### src/rtl/srd_pkg.sv
// srd_pkg: constants and carrier types for the segment/ring decoder and
// effective-address former. assumes a 32-bit virtual address.
package srd_pkg;
  localparam int AW = 32;
  localparam int SEG_HI = 31;
  localparam int SEG_LO = 29;
  localparam int SEG_W = 3;
  localparam int RING_W = 3;
  localparam int TID_W = 5;
  localparam int IMM16_W = 16;
  localparam int PAGE_BITS = 12;
  localparam int PAGE_W = AW - PAGE_BITS;
  localparam logic [RING_W-1:0] RING_KERNEL = 3'h0;
  localparam logic [RING_W-1:0] RING_USER = 3'h4;
  localparam logic [SEG_W-1:0] SEG_FIRST_USER = 3'h4;
  localparam logic [5:0] THREADS_MP = 6'h20;
  localparam logic [5:0] THREADS_UP = 6'h01;

  // bit 2 of the encoding set means memory-indirect
  typedef enum logic [2:0] {
    SRD_ABS, SRD_DEF, SRD_IDX, SRD_RR,
    SRD_I_ABS, SRD_I_DEF, SRD_I_IDX, SRD_I_RR
  } srd_mode_t;

  typedef struct packed {
    srd_mode_t        mode;
    logic [AW-1:0]    imm;
    logic             imm16;
    logic [AW-1:0]    base_address_register;
    logic [AW-1:0]    index_address_register;
    logic             privileged;
    logic [TID_W-1:0] thread_identifier_field;
  } srd_req_t;

  typedef struct packed {
    logic [AW-1:0]     effa;
    logic [SEG_W-1:0]  segment_select_field;
    logic [RING_W-1:0] ring;
    logic [PAGE_W-1:0] page;
    logic              mode_fault;
    logic              priv_fault;
    logic              tid_fault;
  } srd_res_t;
endpackage : srd_pkg

### src/rtl/srd_decode.sv
// srd_decode: splits virtual addresses into segment and ring, checks
// privileged instructions, forms effective addresses (direct and indirect).
// assumes pipeline and memory on i_clk; memory answers with a one-cycle ack.
// What this block does
// - 4 GB byte space in eight 512 MB segments.
// - segment number is address bits 31 down to 29.
// - segments 0..3 map one-to-one onto rings 0..3.
// - segments 4..7 all map onto user ring 4.
// - privileged instructions run only in ring 0.
// - privilege falls as ring number rises; ring 0 highest.
// - paged memory; valid address may still be absent from memory.
// - operands start at any byte; address names the first byte.
// - immediate is 16 or 32 bits, absolute or displacement.
// - direct effa is immediate, register, or register plus immediate.
// - indirect modes fetch the word at the direct address as effa.
// - register-plus-register modes only on the newest variant.
// - multiprocessing allows 32 threads by 5-bit id; otherwise one.
// - ring 0 is system-wide; interrupts are handled in ring 0.
// - bad communication register address raises a ring violation.
`timescale 1ns/1ps
module srd_decode #(
  parameter bit NEWEST_VARIANT = 1'b1,
  parameter bit MULTIPROC      = 1'b1,
  parameter bit TRACK_COMM     = 1'b1
) (
  // clock and reset
  input  wire logic                      i_clk,
  input  wire logic                      i_nrst,
  // pipeline request
  input  wire logic                      i_req_valid,
  output logic                           o_req_ready,
  input  wire srd_pkg::srd_req_t         i_req,
  input  wire logic [srd_pkg::AW-1:0]    i_pc,
  input  wire logic                      i_in_interrupt,
  // result
  output logic                           o_res_valid,
  output srd_pkg::srd_res_t              o_res,
  output logic [srd_pkg::RING_W-1:0]     o_exec_ring,
  // indirect fetch
  output logic                           o_mem_req,
  output logic [srd_pkg::AW-1:0]         o_mem_addr,
  input  wire logic                      i_mem_ack,
  input  wire logic [srd_pkg::AW-1:0]    i_mem_data,
  // communication register check
  input  wire logic                      i_comm_addr_bad,
  input  wire logic                      i_trap_ack,
  output logic                           o_ring_viol
);
  import srd_pkg::*;

  typedef enum logic [1:0] {ST_IDLE, ST_FETCH, ST_DONE} srd_state_t;

  function automatic logic [SEG_W-1:0] seg_of(input logic [AW-1:0] a);
    seg_of = a[SEG_HI:SEG_LO];
  endfunction : seg_of

  function automatic logic [RING_W-1:0] ring_of(input logic [SEG_W-1:0] s);
    ring_of = (s >= SEG_FIRST_USER) ? RING_USER : {1'b0, s[1:0]};
  endfunction : ring_of

  srd_state_t        state_ff;
  srd_state_t        nxt_state;
  srd_req_t          req_ff;
  srd_res_t          res_ff;
  srd_res_t          nxt_res;
  logic [AW-1:0]     effa_ff;
  logic [AW-1:0]     nxt_effa;
  logic [RING_W-1:0] xring_ff;
  logic              mem_req_ff;
  logic [AW-1:0]     mem_addr_ff;
  logic              viol_ff;

  // combinational decode of the incoming request
  wire              accept    = i_req_valid && (state_ff == ST_IDLE);
  wire [AW-1:0]     imm_ext   = i_req.imm16 ?
                                {{(AW-IMM16_W){i_req.imm[IMM16_W-1]}},
                                 i_req.imm[IMM16_W-1:0]} : i_req.imm;
  wire [2:0]        mode_bits = i_req.mode;
  wire              is_ind    = mode_bits[2];
  wire              is_rr     = (mode_bits[1:0] == 2'h3);
  wire              mode_bad  = is_rr && !NEWEST_VARIANT;
  // sums are 32-bit, so carry out of bit 31 is dropped on purpose
  wire [AW-1:0]     sum_idx   = i_req.base_address_register + imm_ext;
  wire [AW-1:0]     sum_rr    = i_req.base_address_register +
                                i_req.index_address_register;
  wire [5:0]        tid_limit = MULTIPROC ? THREADS_MP : THREADS_UP;
  wire              tid_bad   = {1'b0, i_req.thread_identifier_field} >= tid_limit;
  // interrupt service always runs in the shared kernel ring
  wire [RING_W-1:0] exec_ring = i_in_interrupt ? RING_KERNEL
                                               : ring_of(seg_of(i_pc));
  // only ring 0 is privileged enough; any higher number is less privileged
  wire              priv_bad  = i_req.privileged && (exec_ring != RING_KERNEL);

  logic [AW-1:0] direct_addr;
  always_comb begin
    case (mode_bits[1:0])
      2'h0:    direct_addr = imm_ext;
      2'h1:    direct_addr = i_req.base_address_register;
      2'h2:    direct_addr = sum_idx;
      2'h3:    direct_addr = sum_rr;
      default: direct_addr = imm_ext;
    endcase
  end

  // final address split; no alignment check, any byte start is legal
  wire [AW-1:0] final_addr = (state_ff == ST_FETCH) ? i_mem_data : direct_addr;
  wire          finish     = (state_ff == ST_FETCH) ? i_mem_ack
                                                    : (accept && (!is_ind || mode_bad));

  always_comb begin
    nxt_res                      = res_ff;
    nxt_effa                     = effa_ff;
    if (finish) begin
      nxt_res.effa                 = final_addr;
      nxt_res.segment_select_field = seg_of(final_addr);
      nxt_res.ring                 = ring_of(seg_of(final_addr));
      // page number only; presence in memory is the translator's business
      nxt_res.page                 = final_addr[AW-1:PAGE_BITS];
    end
    if (accept) begin
      nxt_res.mode_fault = mode_bad;
      nxt_res.priv_fault = priv_bad;
      nxt_res.tid_fault  = tid_bad;
      nxt_effa           = direct_addr;
    end
  end

  always_comb begin
    case (state_ff)
      ST_IDLE:  nxt_state = !accept ? ST_IDLE
                          : (is_ind && !mode_bad) ? ST_FETCH : ST_DONE;
      ST_FETCH: nxt_state = i_mem_ack ? ST_DONE : ST_FETCH;
      ST_DONE:  nxt_state = ST_IDLE;
      default:  nxt_state = ST_IDLE;
    endcase
  end

  always_ff @(posedge i_clk or negedge i_nrst) begin
    if (!i_nrst) begin
      state_ff <= ST_IDLE;
      req_ff   <= '0;
      res_ff   <= '0;
      effa_ff  <= '0;
      xring_ff <= RING_KERNEL;
    end else begin
      state_ff <= nxt_state;
      res_ff   <= nxt_res;
      effa_ff  <= nxt_effa;
      if (accept) begin
        req_ff   <= i_req;
        xring_ff <= exec_ring;
      end
    end
  end

  // fetch request held until the memory acks
  always_ff @(posedge i_clk or negedge i_nrst) begin
    if (!i_nrst) begin
      mem_req_ff  <= 1'b0;
      mem_addr_ff <= '0;
    end else if (accept && is_ind && !mode_bad) begin
      mem_req_ff  <= 1'b1;
      mem_addr_ff <= direct_addr;
    end else if (i_mem_ack) begin
      mem_req_ff  <= 1'b0;
    end
  end

  // sticky so the violation is charged to the ring that caused it;
  // a new detection in the ack cycle wins over the clear
  always_ff @(posedge i_clk or negedge i_nrst) begin
    if (!i_nrst) begin
      viol_ff <= 1'b0;
    end else if (TRACK_COMM && i_comm_addr_bad) begin
      viol_ff <= 1'b1;
    end else if (i_trap_ack) begin
      viol_ff <= 1'b0;
    end
  end

  assign o_req_ready = (state_ff == ST_IDLE);
  assign o_res_valid = (state_ff == ST_DONE);
  assign o_res       = res_ff;
  assign o_exec_ring = xring_ff;
  assign o_mem_req   = mem_req_ff;
  assign o_mem_addr  = mem_addr_ff;
  assign o_ring_viol = viol_ff;
endmodule : srd_decode

### config.mk
export PLATFORM = sky130hd
export DESIGN_NAME = srd_decode
export DESIGN_NICKNAME = d
export VERILOG_FILES = /design/src/rtl/srd_pkg.sv /design/src/rtl/srd_decode.sv
export SDC_FILE = /design/constraint.sdc
export NUM_CORES = 1
export LEC_CHECK = 0
export BUFFER_PORTS_ARGS = -buffer_cell sky130_fd_sc_hd__buf_2
export CAP_MARGIN = 40
export CORE_AREA = 5 5 116 118
export CTS_CLUSTER_DIAMETER = 30
export CTS_CLUSTER_SIZE = 24
export DETAILED_ROUTE_END_ITERATION = 6
export DIE_AREA = 0 0 121 123
export PLACE_DENSITY = 0.95
export SETUP_SLACK_MARGIN = 0.05
export SLEW_MARGIN = 20
export SYNTH_ARGS = -nofsm -noshare
export SYNTH_HDL_FRONTEND = slang
export SYNTH_SLANG_ARGS = --single-unit
### constraint.sdc
create_clock -name i_clk -period 3.7 [get_ports i_clk]
set_input_delay 0.74 -clock i_clk [delete_from_list [all_inputs] [get_ports i_clk]]
set_output_delay 0.74 -clock i_clk [all_outputs]
set_load 0.02 [all_outputs]
==> Word-level counts from Yosys, hierarchy flattened <==
Cells that the tools add are included.
{ "op_classes": {"reduce_logical": 10, "n_addsub": 2, "order_cmp": 3, "eq_ne": 5, "mux": 15} }
{ "op_table": {"columns": ["cell", "count"], "rows": [
  ["one-hot mux 32 bit (4 select lines)", 1],
  ["adder 32 bit", 2],
  ["2-to-1 mux 32 bit", 2],
  ["2-to-1 mux 3 bit", 3],
  ["equality test 2 bit (second input constant)", 3],
  [">= comparator 3 bit (second input constant)", 2],
  [">= comparator 5 x 6 -> 1 bit (second input constant)", 1],
  ["2-to-1 mux 2 bit", 3],
  ["2-to-1 mux 1 bit", 5],
  ["equality test 2 x 1 -> 1 bit (second input constant)", 2],
  ["logical AND 1 bit", 4],
  ["zero test 2 bit", 2],
  ["one-hot mux 2 bit (2 select lines)", 1],
  ["nonzero test 2 bit", 2],
  ["nonzero test 3 bit", 1],
  ["zero test 1 bit", 1]
]} }
{ "totals": {"input_bits": 177, "output_inout_bits": 100, "word_cells": 46, "reg_bits": 99} }

==> Logic depth before layout (Yosys ltp) <==
Gate-level depths: netlist of run 1.
{ "logic_depth": {"word_depth": 6, "ltp_mapped": 15} }

==> Worst setup path after synthesis of run 1 <==
No wires, ideal clock.
{ "synth_path": {"path_type": "input to register", "from": "in i_req[103] in the netlist's numbering", "to": "reg res_ff (netlist bit o_res[55])", "required_time_ns": 3.564, "setup_slack_ns": -0.509, "path_buffers": 2, "setup_ns": 0.136, "arrival_ns": 4.074, "path_stages": 14, "cell_sequence": "buf_2 > nand2_2 > buf_1 > mux2_2 > ha_1 > fa_1 > a21o_1 > a311oi_2 > nor4_4 > o31ai_2 > a22oi_1 > xor2_1 > a2111oi_0 > nor3_1"} }
{ "synth_between": {"elab_chain_len": 3} }
{ "synth_rtl": {"columns": ["element", "line", "source"], "rows": [
  ["start, declared", "srd_decode.sv:32", "input wire srd_pkg::srd_req_t i_req,"],
  ["equality test 2 bit (tied with other cells)", "srd_decode.sv:96", "case (mode_bits[1:0])"],
  ["one-hot mux 32 bit (4 select lines) *", "srd_decode.sv:96", null],
  ["2-to-1 mux 32 bit *", "srd_decode.sv:106", "wire [AW-1:0] final_addr = (state_ff == ST_FETCH) ? i_mem_data : direct_addr;"],
  ["end signal, assigned", "srd_decode.sv:147", "res_ff <= nxt_res;"],
  ["end, declared", "srd_decode.sv:64", "srd_res_t res_ff;"]
]} }
Every way passes the cells marked *; elsewhere a longest branch is shown, timed or not.
A chain may end at the register's enable or synchronous reset.

==> Final worst setup path of run 1 <==
{ "layout_path": {"from": "in i_req[104] in the netlist's numbering", "to": "reg res_ff (netlist bit o_res[55])"} }
The elaborated chain is that of the path after synthesis.

==> metrics.txt, run 1 <==
status completed; #FFs+latches synth 74; Overflow after GRT 0; sw power 1.99 mW; clock skew 0.00702 ns; fin crit share 0.974; crit end category flop; Rows 41; die height 123 um; final HPWL from detailed placement 16700 um; CP arrival 3.82 ns; first-pass GRT wire length 31600 um; Max VDD drop 237 uV; pin count of the biggest net entering global routing 79; Die Footprint 14900 um2; Hold Vio Cnt, Final 0; ANT nets after route 0; final slew viol count 0; maximum clock path buffer count 2; Hold Path Class primary input to async pin; H-tree depth 3; antenna violations before repair 0; # nets final 1266; Layout area overhead 35.0%; Yosys cell types 65; combinational fraction of design power 0.534; I/O pin count 277; worst r2r src state_ff[0]; Switching Fraction 0.449; fmax 277 MHz; CTS tree built; peak fanout along the critical path 5; met1 GRT Util 0.354; Slew HR 0.491; routing usage on met2 0.429; hold slack 0.296 ns; layout cells sized above 1 0.374; number of max-cap violations 0; footprint of the multi-input gates 4010 um2; Post-synth EDFFs 0; Worst Tran Pin Value 0.764 ns; leading cell type in the layout, fill and taps excluded buf_2; data required time of the critical path 3.92 ns; starting density of the core 0.499; internal power 2.44 mW; cts hold-fix bufs 0; leakage power 4.17 nW; via/cell ratio 5.71; Tot Pwr 4.43 mW; R2R Setup Slk 1.18 ns; gr usage total 0.264; Fillers 1007; Top Usage Layer GRT met2; sequential power share 0.292; register area 1850 um2; Mapped Area 6170 um2; Async SR Flop Fraction 1.00; final setup vio count 0; Die Wd 121 um; clk slew on worst S/H paths 0.06 ns; total setup buffers inserted after CTS 0; met3 global-route usage 0.0453; Placement Cell Area 7990 um2; IO buf count 240; CP Class primary input to flop; Syn. warnings 0; DRC Markers 0; Resized cells post-CTS 0; RR Endpoint o_res[50]; Synth Instances 783; Seq/Total Area, Yosys 0.300; core area 12400 um2; Worst-Skew Late Latency 0.33 ns; most common flop cell mapped by yosys dfrtp_1; Clk pwr share 0.174; clock buffer count from CTS 9; RSZ-0062 raised after global routing yes; Post-Syn Area per Cell 7.88 um2; Startpoint Class primary input; Util after Layout 0.674; DRT Pass-1 Iters 7; Worst Reg-to-Reg Cells 8; clock root cell clkbuf_16; ANT cells 0; DR WL/cell 17.2 um; post-route design area 8330 um2; routed wire length 21200 um; GP Congestion 1.02; CTS Sinks 74; Pwr Density 531 nW/um2; commonest non-fill, non-tap cells in the layout buf_2 (239), nand2_1 (99), a21oi_1 (91), buf_4 (89), nor2_1 (80); Period minus WS final 3.61 ns; total vias in the final route 7032; number of global-route vias before repair 6436; drt first-iter violations 686
## per-layer routing
| layer | up-vias | share of wire |
|---|---|---|
| met1 | 3277 | 0.42 |
| met4 | 0 | 0.035 |
| met2 | 340 | 0.46 |
| met5 | - | 0 |
| met3 | 59 | 0.082 |
| li1 | 3356 | - |
## registers in the layout (all words and copies together), names as in the netlist
signal / flops
state_ff: 2
o_ring_viol: 1
o_mem_addr: 32
o_res: 35
o_exec_ring: 3
o_mem_req: 1
## final cells by class
class	instances	share of cell area
inverter	18	0.00811
clock buffer	11	0.0279
timing repair buffer	331	0.231
tap	172	0.0258
sequential	74	0.222
clock inverter	5	0.00375
multi-input combinational	620	0.481
## synthesized netlist by cell type (13+ instances only)
master | number | area, um2
a21o_1 | 16 | 120
a31oi_1 | 21 | 131
mux2i_1 | 18 | 180
nor2_1 | 80 | 300
buf_4 | 26 | 195
nand3_1 | 13 | 65.1
dfrtp_1 | 74 | 1850
o21ai_0 | 74 | 370
inv_1 | 18 | 67.6
a21oi_1 | 94 | 470
mux2_2 | 21 | 236
nand2_1 | 99 | 372
clkbuf_1 | 37 | 139
ha_1 | 34 | 425
## worst max path at each step
stage                     slack (ns)       start              to
after floorplan                 0.01  i_req[104]       o_res[55]
after detailed placement       -0.29  i_req[104]       o_res[54]
after global routing          -0.005  i_req[104]  o_mem_addr[17]
final                           0.09  i_req[104]       o_res[55]
after global placement         -0.22  i_req[104]       o_res[24]
after CTS                       0.05  i_req[104]       o_res[54]
## kinds of logic after synthesis
kind of cell / after synthesis / synth area share
compound gates: 275 / 0.279
xor+xnor: 20 / 0.0284
fa+ha+maj: 35 / 0.0722
buf+inv: 90 / 0.0712
flops: 74 / 0.300
mux: 39 / 0.0675
other cells: 1 / 0.000608
simple gates: 249 / 0.181
## critical path: stages
cell and delay [ns]:
buf_2 0.15, nand2_8 0.10, mux2_4 0.31, ha_4 0.17, fa_2 0.39, a21o_1 0.23, a311oi_4 0.30, nor4_4 0.10
o31ai_2 0.28, a22oi_1 0.14, xor2_1 0.21, a2111oi_0 0.44, buf_4 0.20, nor3_1 0.05
## stage by stage
step           TNS (ns)  setup slack (ns)  instances
2_1_floorplan         0            0.0141        784
4_1_cts               0            0.0550       1230
5_1_grt        -0.00481          -0.00481       1231
6_report              0            0.0945       1231
3_3_place_gp      -1.53            -0.216       1213
3_5_place_dp      -2.55            -0.292       1214
## power by group through the flow
stage | combinational, mW | sequential, mW | clock (mW)
2_1_floorplan | 1.16 | 1.65 | 0
3_3_place_gp | 2.25 | 1.29 | 0
3_5_place_dp | 2.31 | 1.31 | 0
4_1_cts | 2.32 | 1.29 | 0.779
5_1_grt | 2.53 | 1.33 | 0.820
6_report | 2.36 | 1.29 | 0.769
(Power assumes the default switching activity.)
==> run 2, diff against run 1 <==
--- a/config.mk
+++ b/config.mk
@@ -12,7 +12,7 @@
 export CTS_CLUSTER_SIZE = 24
 export DETAILED_ROUTE_END_ITERATION = 6
 export DIE_AREA = 0 0 121 123
-export PLACE_DENSITY = 0.95
+export PLACE_DENSITY = 0.85
 export SETUP_SLACK_MARGIN = 0.05
 export SLEW_MARGIN = 20
 export SYNTH_ARGS = -nofsm -noshare
==> metrics.txt, run 2 (synthesis results as in run 1) <==
status completed; slowest cell delay on critical path 0.39 ns (-0.05 ns); crit-path cells clkbuf_4, nand2_8, mux2_4, ha_4, fa_2, a21o_1, a311oi_2, nor4_4, o31ai_2, buf_4, a31oi_1, xor2_1, a211oi_2, buf_4, o31ai_4; sequential power share 0.284 (-0.008); register area 1850 um2 (unchanged); DRT Pass-1 Iters 5 (-2); hold slack 0.344 ns (+0.0473 ns); final HPWL from detailed placement 16400 um (-2.0%); I/O pin count 277 (unchanged); IO buf count 240 (unchanged); core area 12400 um2 (unchanged); routed wire length 20200 um (-4.5%); Clk pwr share 0.193 (+0.019); critical path's top delay family compound AO/OA/AOI/OAI gates; drt first-iter violations 652 (-5.0%); antenna violations before repair 0 (unchanged); GP Congestion 0.984 (-3.2%); Fillers 1044 (+3.7%); crit end category flop; Slew HR 0.460 (-0.0303); via/cell ratio 5.53 (-3.1%); internal power 2.56 mW (+4.9%); fmax 278 MHz (+0.35%); Setup WS pre-CTS -0.222 ns (+0.0697 ns); first-pass GRT wire length 31000 um (-1.8%); data required time of the critical path 3.93 ns (about the same); Max VDD drop 242 uV (+2.0%); Worst Tran Pin Value 0.809 ns (+0.0455 ns); footprint of the multi-input gates 4010 um2 (unchanged); Switching Fraction 0.435 (-0.0141); max reg flops 35 (unchanged); total vias in the final route 6833 (-2.8%); Die Wd 121 um (unchanged); gr usage total 0.260 (-0.00377); number of max-cap violations 0 (unchanged); clock skew 0.00903 ns (+0.00201 ns); DR WL/cell 16.4 um (-4.8%); sw power 1.97 mW (-0.97%); clock buffer count from CTS 9 (unchanged); clock root cell clkbuf_16; CTS Sinks 74 (unchanged); # nets final 1270 (+0.32%); final slew viol count 0 (unchanged); starting density of the core 0.499 (unchanged); ANT cells 0 (unchanged); fin crit share 0.971 (-0.00340); cell mode on critical path buf_4; die height 123 um (unchanged); Layout area overhead 36.3%; Worst-Skew Late Latency 0.33 ns (about the same); WP buf/inv 3 (+1); CP arrival 3.83 ns (about the same); Period minus WS final 3.59 ns (-0.0126 ns); leading cell type in the layout, fill and taps excluded buf_2; leakage power 4.19 nW (+0.64%); CP Class primary input to flop; H-tree depth 3 (unchanged); CP max stage cell fa_2; DRC Markers 0 (unchanged); commonest non-fill, non-tap cells in the layout buf_2 (238), nand2_1 (99), buf_4 (93), a21oi_1 (91), nor2_1 (80); number of global-route vias before repair 6268 (-2.6%); final setup vio count 0 (unchanged); Startpoint Class primary input; setup ws final 0.107 ns (+0.0126 ns); clk slew on worst S/H paths 0.06 ns (about the same); Hold Vio Cnt, Final 0 (unchanged); maximum clock path buffer count 2 (unchanged); RSZ-0062 raised after global routing yes; Rows 41 (unchanged); layout cells sized above 1 0.379 (+0.00518); cts hold-fix bufs 0 (unchanged); Overflow after GRT 0 (unchanged); Hold Path Class primary input to async pin; Die Footprint 14900 um2 (unchanged); combinational fraction of design power 0.523 (-0.011); CTS tree built; ANT nets after route 0 (unchanged); pin count of the biggest net entering global routing 80 (+1.3%); peak fanout along the critical path 5 (unchanged); Pwr Density 538 nW/um2 (+1.3%)
-- run 2: cell types whose count changed in the layout (fill, tap and decap cells not counted), sizes merged --
cell      before  now
clkinv         4    1
clkbuf        11   13
clkinvlp       1    2
buf          331  334
bufinv         0    1
-- run 2: per-layer routing --
layer	vias to the layer above	track usage	part of all wire
li1	3349	-	-
met1	3164	0.361	0.45
met2	294	0.432	0.47
met3	26	0.0288	0.068
met4	0	0.0737	0.017
met5	-	0	0
-- run 2: layout make-up --
cell class                 instances  area share
sequential                        74       0.220
clock inverter                     4     0.00595
timing repair buffer             335       0.233
clock buffer                      12      0.0305
multi-input combinational        620       0.477
tap                              172      0.0256
inverter                          18     0.00804
-- run 2: path summary, 6_finish.rpt --
check / startpoint / endpoint / slack [ns] / cells after the start
worst max register to register: state_ff[0] / o_res[38] / 1.10 / 8
worst min-delay path: i_nrst / o_mem_addr[4] / 0.34 / 1
max in group asynchronous: i_nrst / o_res[1] / 2.80 / 2
min in group i_clk: o_res[38] / o_res[38] / 0.47 / 1
worst min register to register: o_res[38] / o_res[38] / 0.47 / 1
worst max-delay path: i_req[104] / o_res[24] / 0.11 / 15
-- run 2: power groups by stage --
stage	Sequential (mW)	Combinational, mW	Clock [mW]
floorplan	1.65	1.16	0
global placement	1.28	2.27	0
detailed placement	1.30	2.31	0
CTS	1.29	2.32	0.883
global route	1.33	2.55	0.928
finish	1.29	2.37	0.873
-- run 2: metrics by stage --
stage,setup TNS [ns],std cells,instance area [um2],utilization,power [mW]
CTS,0,1231,8300,0.671,4.49
global placement,-1.36,1214,7970,0.644,3.55
finish,0,1235,8410,0.680,4.53
global route,-0.0192,1235,8410,0.680,4.81
floorplan,0,784,6250,-,2.82
detailed placement,-2.36,1215,7990,0.647,3.61
-- run 2: timing repair --
item	in CTS	in global routing
endpoints found under the setup margin	0	8
hold endpoints to repair	0	0
setup buffers	0	3
gates resized for setup	0	15
==> run 3, diff against run 2 <==
--- a/config.mk
+++ b/config.mk
@@ -7,12 +7,13 @@
 export LEC_CHECK = 0
 export BUFFER_PORTS_ARGS = -buffer_cell sky130_fd_sc_hd__buf_2
 export CAP_MARGIN = 40
-export CORE_AREA = 5 5 116 118
+export CORE_AREA = 5 5 118 120
+export CTS_BUF_LIST = sky130_fd_sc_hd__clkbuf_8
 export CTS_CLUSTER_DIAMETER = 30
 export CTS_CLUSTER_SIZE = 24
 export DETAILED_ROUTE_END_ITERATION = 6
-export DIE_AREA = 0 0 121 123
-export PLACE_DENSITY = 0.85
+export DIE_AREA = 0 0 123 125
+export PLACE_DENSITY = 0.82
 export SETUP_SLACK_MARGIN = 0.05
 export SLEW_MARGIN = 20
 export SYNTH_ARGS = -nofsm -noshare
==> constraint.sdc (replaced) <==
create_clock -name i_clk -period 4.1 [get_ports i_clk]
set_input_delay 0.82 -clock i_clk [delete_from_list [all_inputs] [get_ports i_clk]]
set_output_delay 0.82 -clock i_clk [all_outputs]
set_load 0.02 [all_outputs]
==> metrics.txt, run 3 (synthesis results as in run 1) <==
GP Congestion 0.971 (-1.2%); H-tree depth 3 (unchanged); routed wire length 19300 um (-4.5%); CP arrival 4.17 ns (+0.34 ns); fin crit share 0.958; number of max-cap violations 0 (unchanged); ANT cells 0 (unchanged); core area 12900 um2 (+4.1%); final HPWL from detailed placement 15900 um (-2.9%); maximum clock path buffer count 2 (unchanged); clock buffer count from CTS 9 (unchanged); Hold Path Class primary input to async pin; Die Wd 123 um (+1.7%); pin count of the biggest net entering global routing 80 (unchanged); ANT nets after route 0 (unchanged); Max VDD drop 216 uV (-11%); starting density of the core 0.479 (-0.0198); layout cells sized above 1 0.344 (-0.0347); number of global-route vias before repair 6111 (-2.5%); R2R Setup Slk 1.64 ns (+0.54 ns); Tot Pwr 3.88 mW (-14%); antenna violations before repair 0 (unchanged); max reg flops 35 (unchanged); clock skew 0.0134 ns (+0.00432 ns); total negative slack 0 ns (unchanged); peak fanout along the critical path 20 (+15); status completed; Resized cells post-CTS 0 (unchanged); leakage power 3.96 nW (-5.5%); RSZ-0062 raised after global routing no; IO buf count 240 (unchanged); CP Class primary input to flop; clock root cell clkbuf_8; DR WL/cell 16.1 um (-1.5%); final setup vio count 0 (unchanged); CTS tree built; Worst Tran Pin Value 0.770 ns (-0.0391 ns); data required time of the critical path 4.34 ns (+0.41 ns); DRT Pass-1 Iters 5 (unchanged); crit end category flop; first-pass GRT wire length 30400 um (-2.0%); # nets final 1229 (-3.2%); commonest non-fill, non-tap cells in the layout buf_2 (239), nand2_1 (99), a21oi_1 (93), nor2_1 (80); Slew HR 0.487 (+0.0260); Pwr Density 489 nW/um2 (-9.2%); I/O pin count 277 (unchanged); via/cell ratio 5.40 (-2.3%); hold slack 0.328 ns (-0.0155 ns); Worst-Skew Late Latency 0.36 ns (+0.03 ns); CTS Sinks 74 (unchanged); Startpoint Class primary input; total setup buffers inserted after CTS 0 (unchanged); gr usage total 0.246 (-0.0140); Rows 42 (+2.4%); Die Footprint 15400 um2 (+3.3%); clk slew on worst S/H paths 0.09 ns (+0.03 ns); Hold Vio Cnt, Final 0 (unchanged); drt first-iter violations 473 (-27%); die height 125 um (+1.6%); DRC Markers 0 (unchanged); cts hold-fix bufs 0 (unchanged); Overflow after GRT 0 (unchanged); total vias in the final route 6473 (-5.3%); fmax 255 MHz; leading cell type in the layout, fill and taps excluded buf_2; Period minus WS final 3.93 ns; final slew viol count 0 (unchanged); Layout area overhead 28.6%
-- run 3: changes by cell type in the layout (fill, tap and decap cells not counted), sizes merged --
cell	before	now
clkinv	1	2
inv	18	19
buf	334	294
clkinvlp	2	0
clkbuf	13	10
bufinv	1	3
-- run 3: worst max-delay path: stages --
cell and delay [ns]:
buf_2 0.14, nand2_2 0.11, buf_4 0.20, buf_4 0.26, buf_4 0.21, a31oi_1 0.09, ha_1 0.36, nand2_1 0.13
a2111oi_0 0.43, o31ai_2 0.17, a22oi_1 0.24, xor2_1 0.13, a2111oi_0 0.61, buf_4 0.21, nor3_1 0.04
-- run 3: final cells by class --
cell class / instances / area (um2)
inverters: 18 / 67.6
repair buffers: 294 / 1650
clock inverters: 6 / 113
clock buffers: 10 / 138
multi-input cells: 620 / 3900
well taps: 176 / 220
fillers: 1218 / 4940
flip-flops and latches: 74 / 1850
-- run 3: routing by layer --
metal | up-vias | global-route usage | part of all wire
li1 | 3268 | - | -
met1 | 2922 | 0.344 | 0.45
met2 | 246 | 0.387 | 0.45
met5 | - | 0 | 0
met4 | 0 | 0.0866 | 0.028
met3 | 37 | 0.0375 | 0.073
-- run 3: report_power, final --
group	leakage (nW)	switching, mW	internal (mW)
clock	0.127	0.279	0.423
sequential	0.907	0.166	0.995
combinational	2.93	1.28	0.739
-- run 3: final timing paths --
| check | from | end | cells after the start |
|---|---|---|---|
| worst max-delay path | i_req[104] | o_res[55] | 15 |
| worst min-delay path | i_nrst | o_exec_ring[1] | 1 |
| worst max register to register | state_ff[0] | o_res[50] | 8 |
| worst min register to register | o_ring_viol | o_ring_viol | 1 |
| max in group asynchronous | i_nrst | o_res[34] | 2 |
| min in group i_clk | o_ring_viol | o_ring_viol | 1 |
-- run 3: through the flow --
| step | instances | cell area (um2) | setup slack [ns] | utilization |
|---|---|---|---|---|
| after detailed placement | 1181 | 7680 | -0.162 | 0.596 |
| after floorplan | 784 | 6180 | 0.0707 | - |
| after global placement | 1179 | 7630 | -0.124 | 0.593 |
| after global routing | 1198 | 7940 | 0.0501 | 0.617 |
| after CTS | 1197 | 7930 | 0.210 | 0.616 |
| final | 1198 | 7940 | 0.174 | 0.617 |
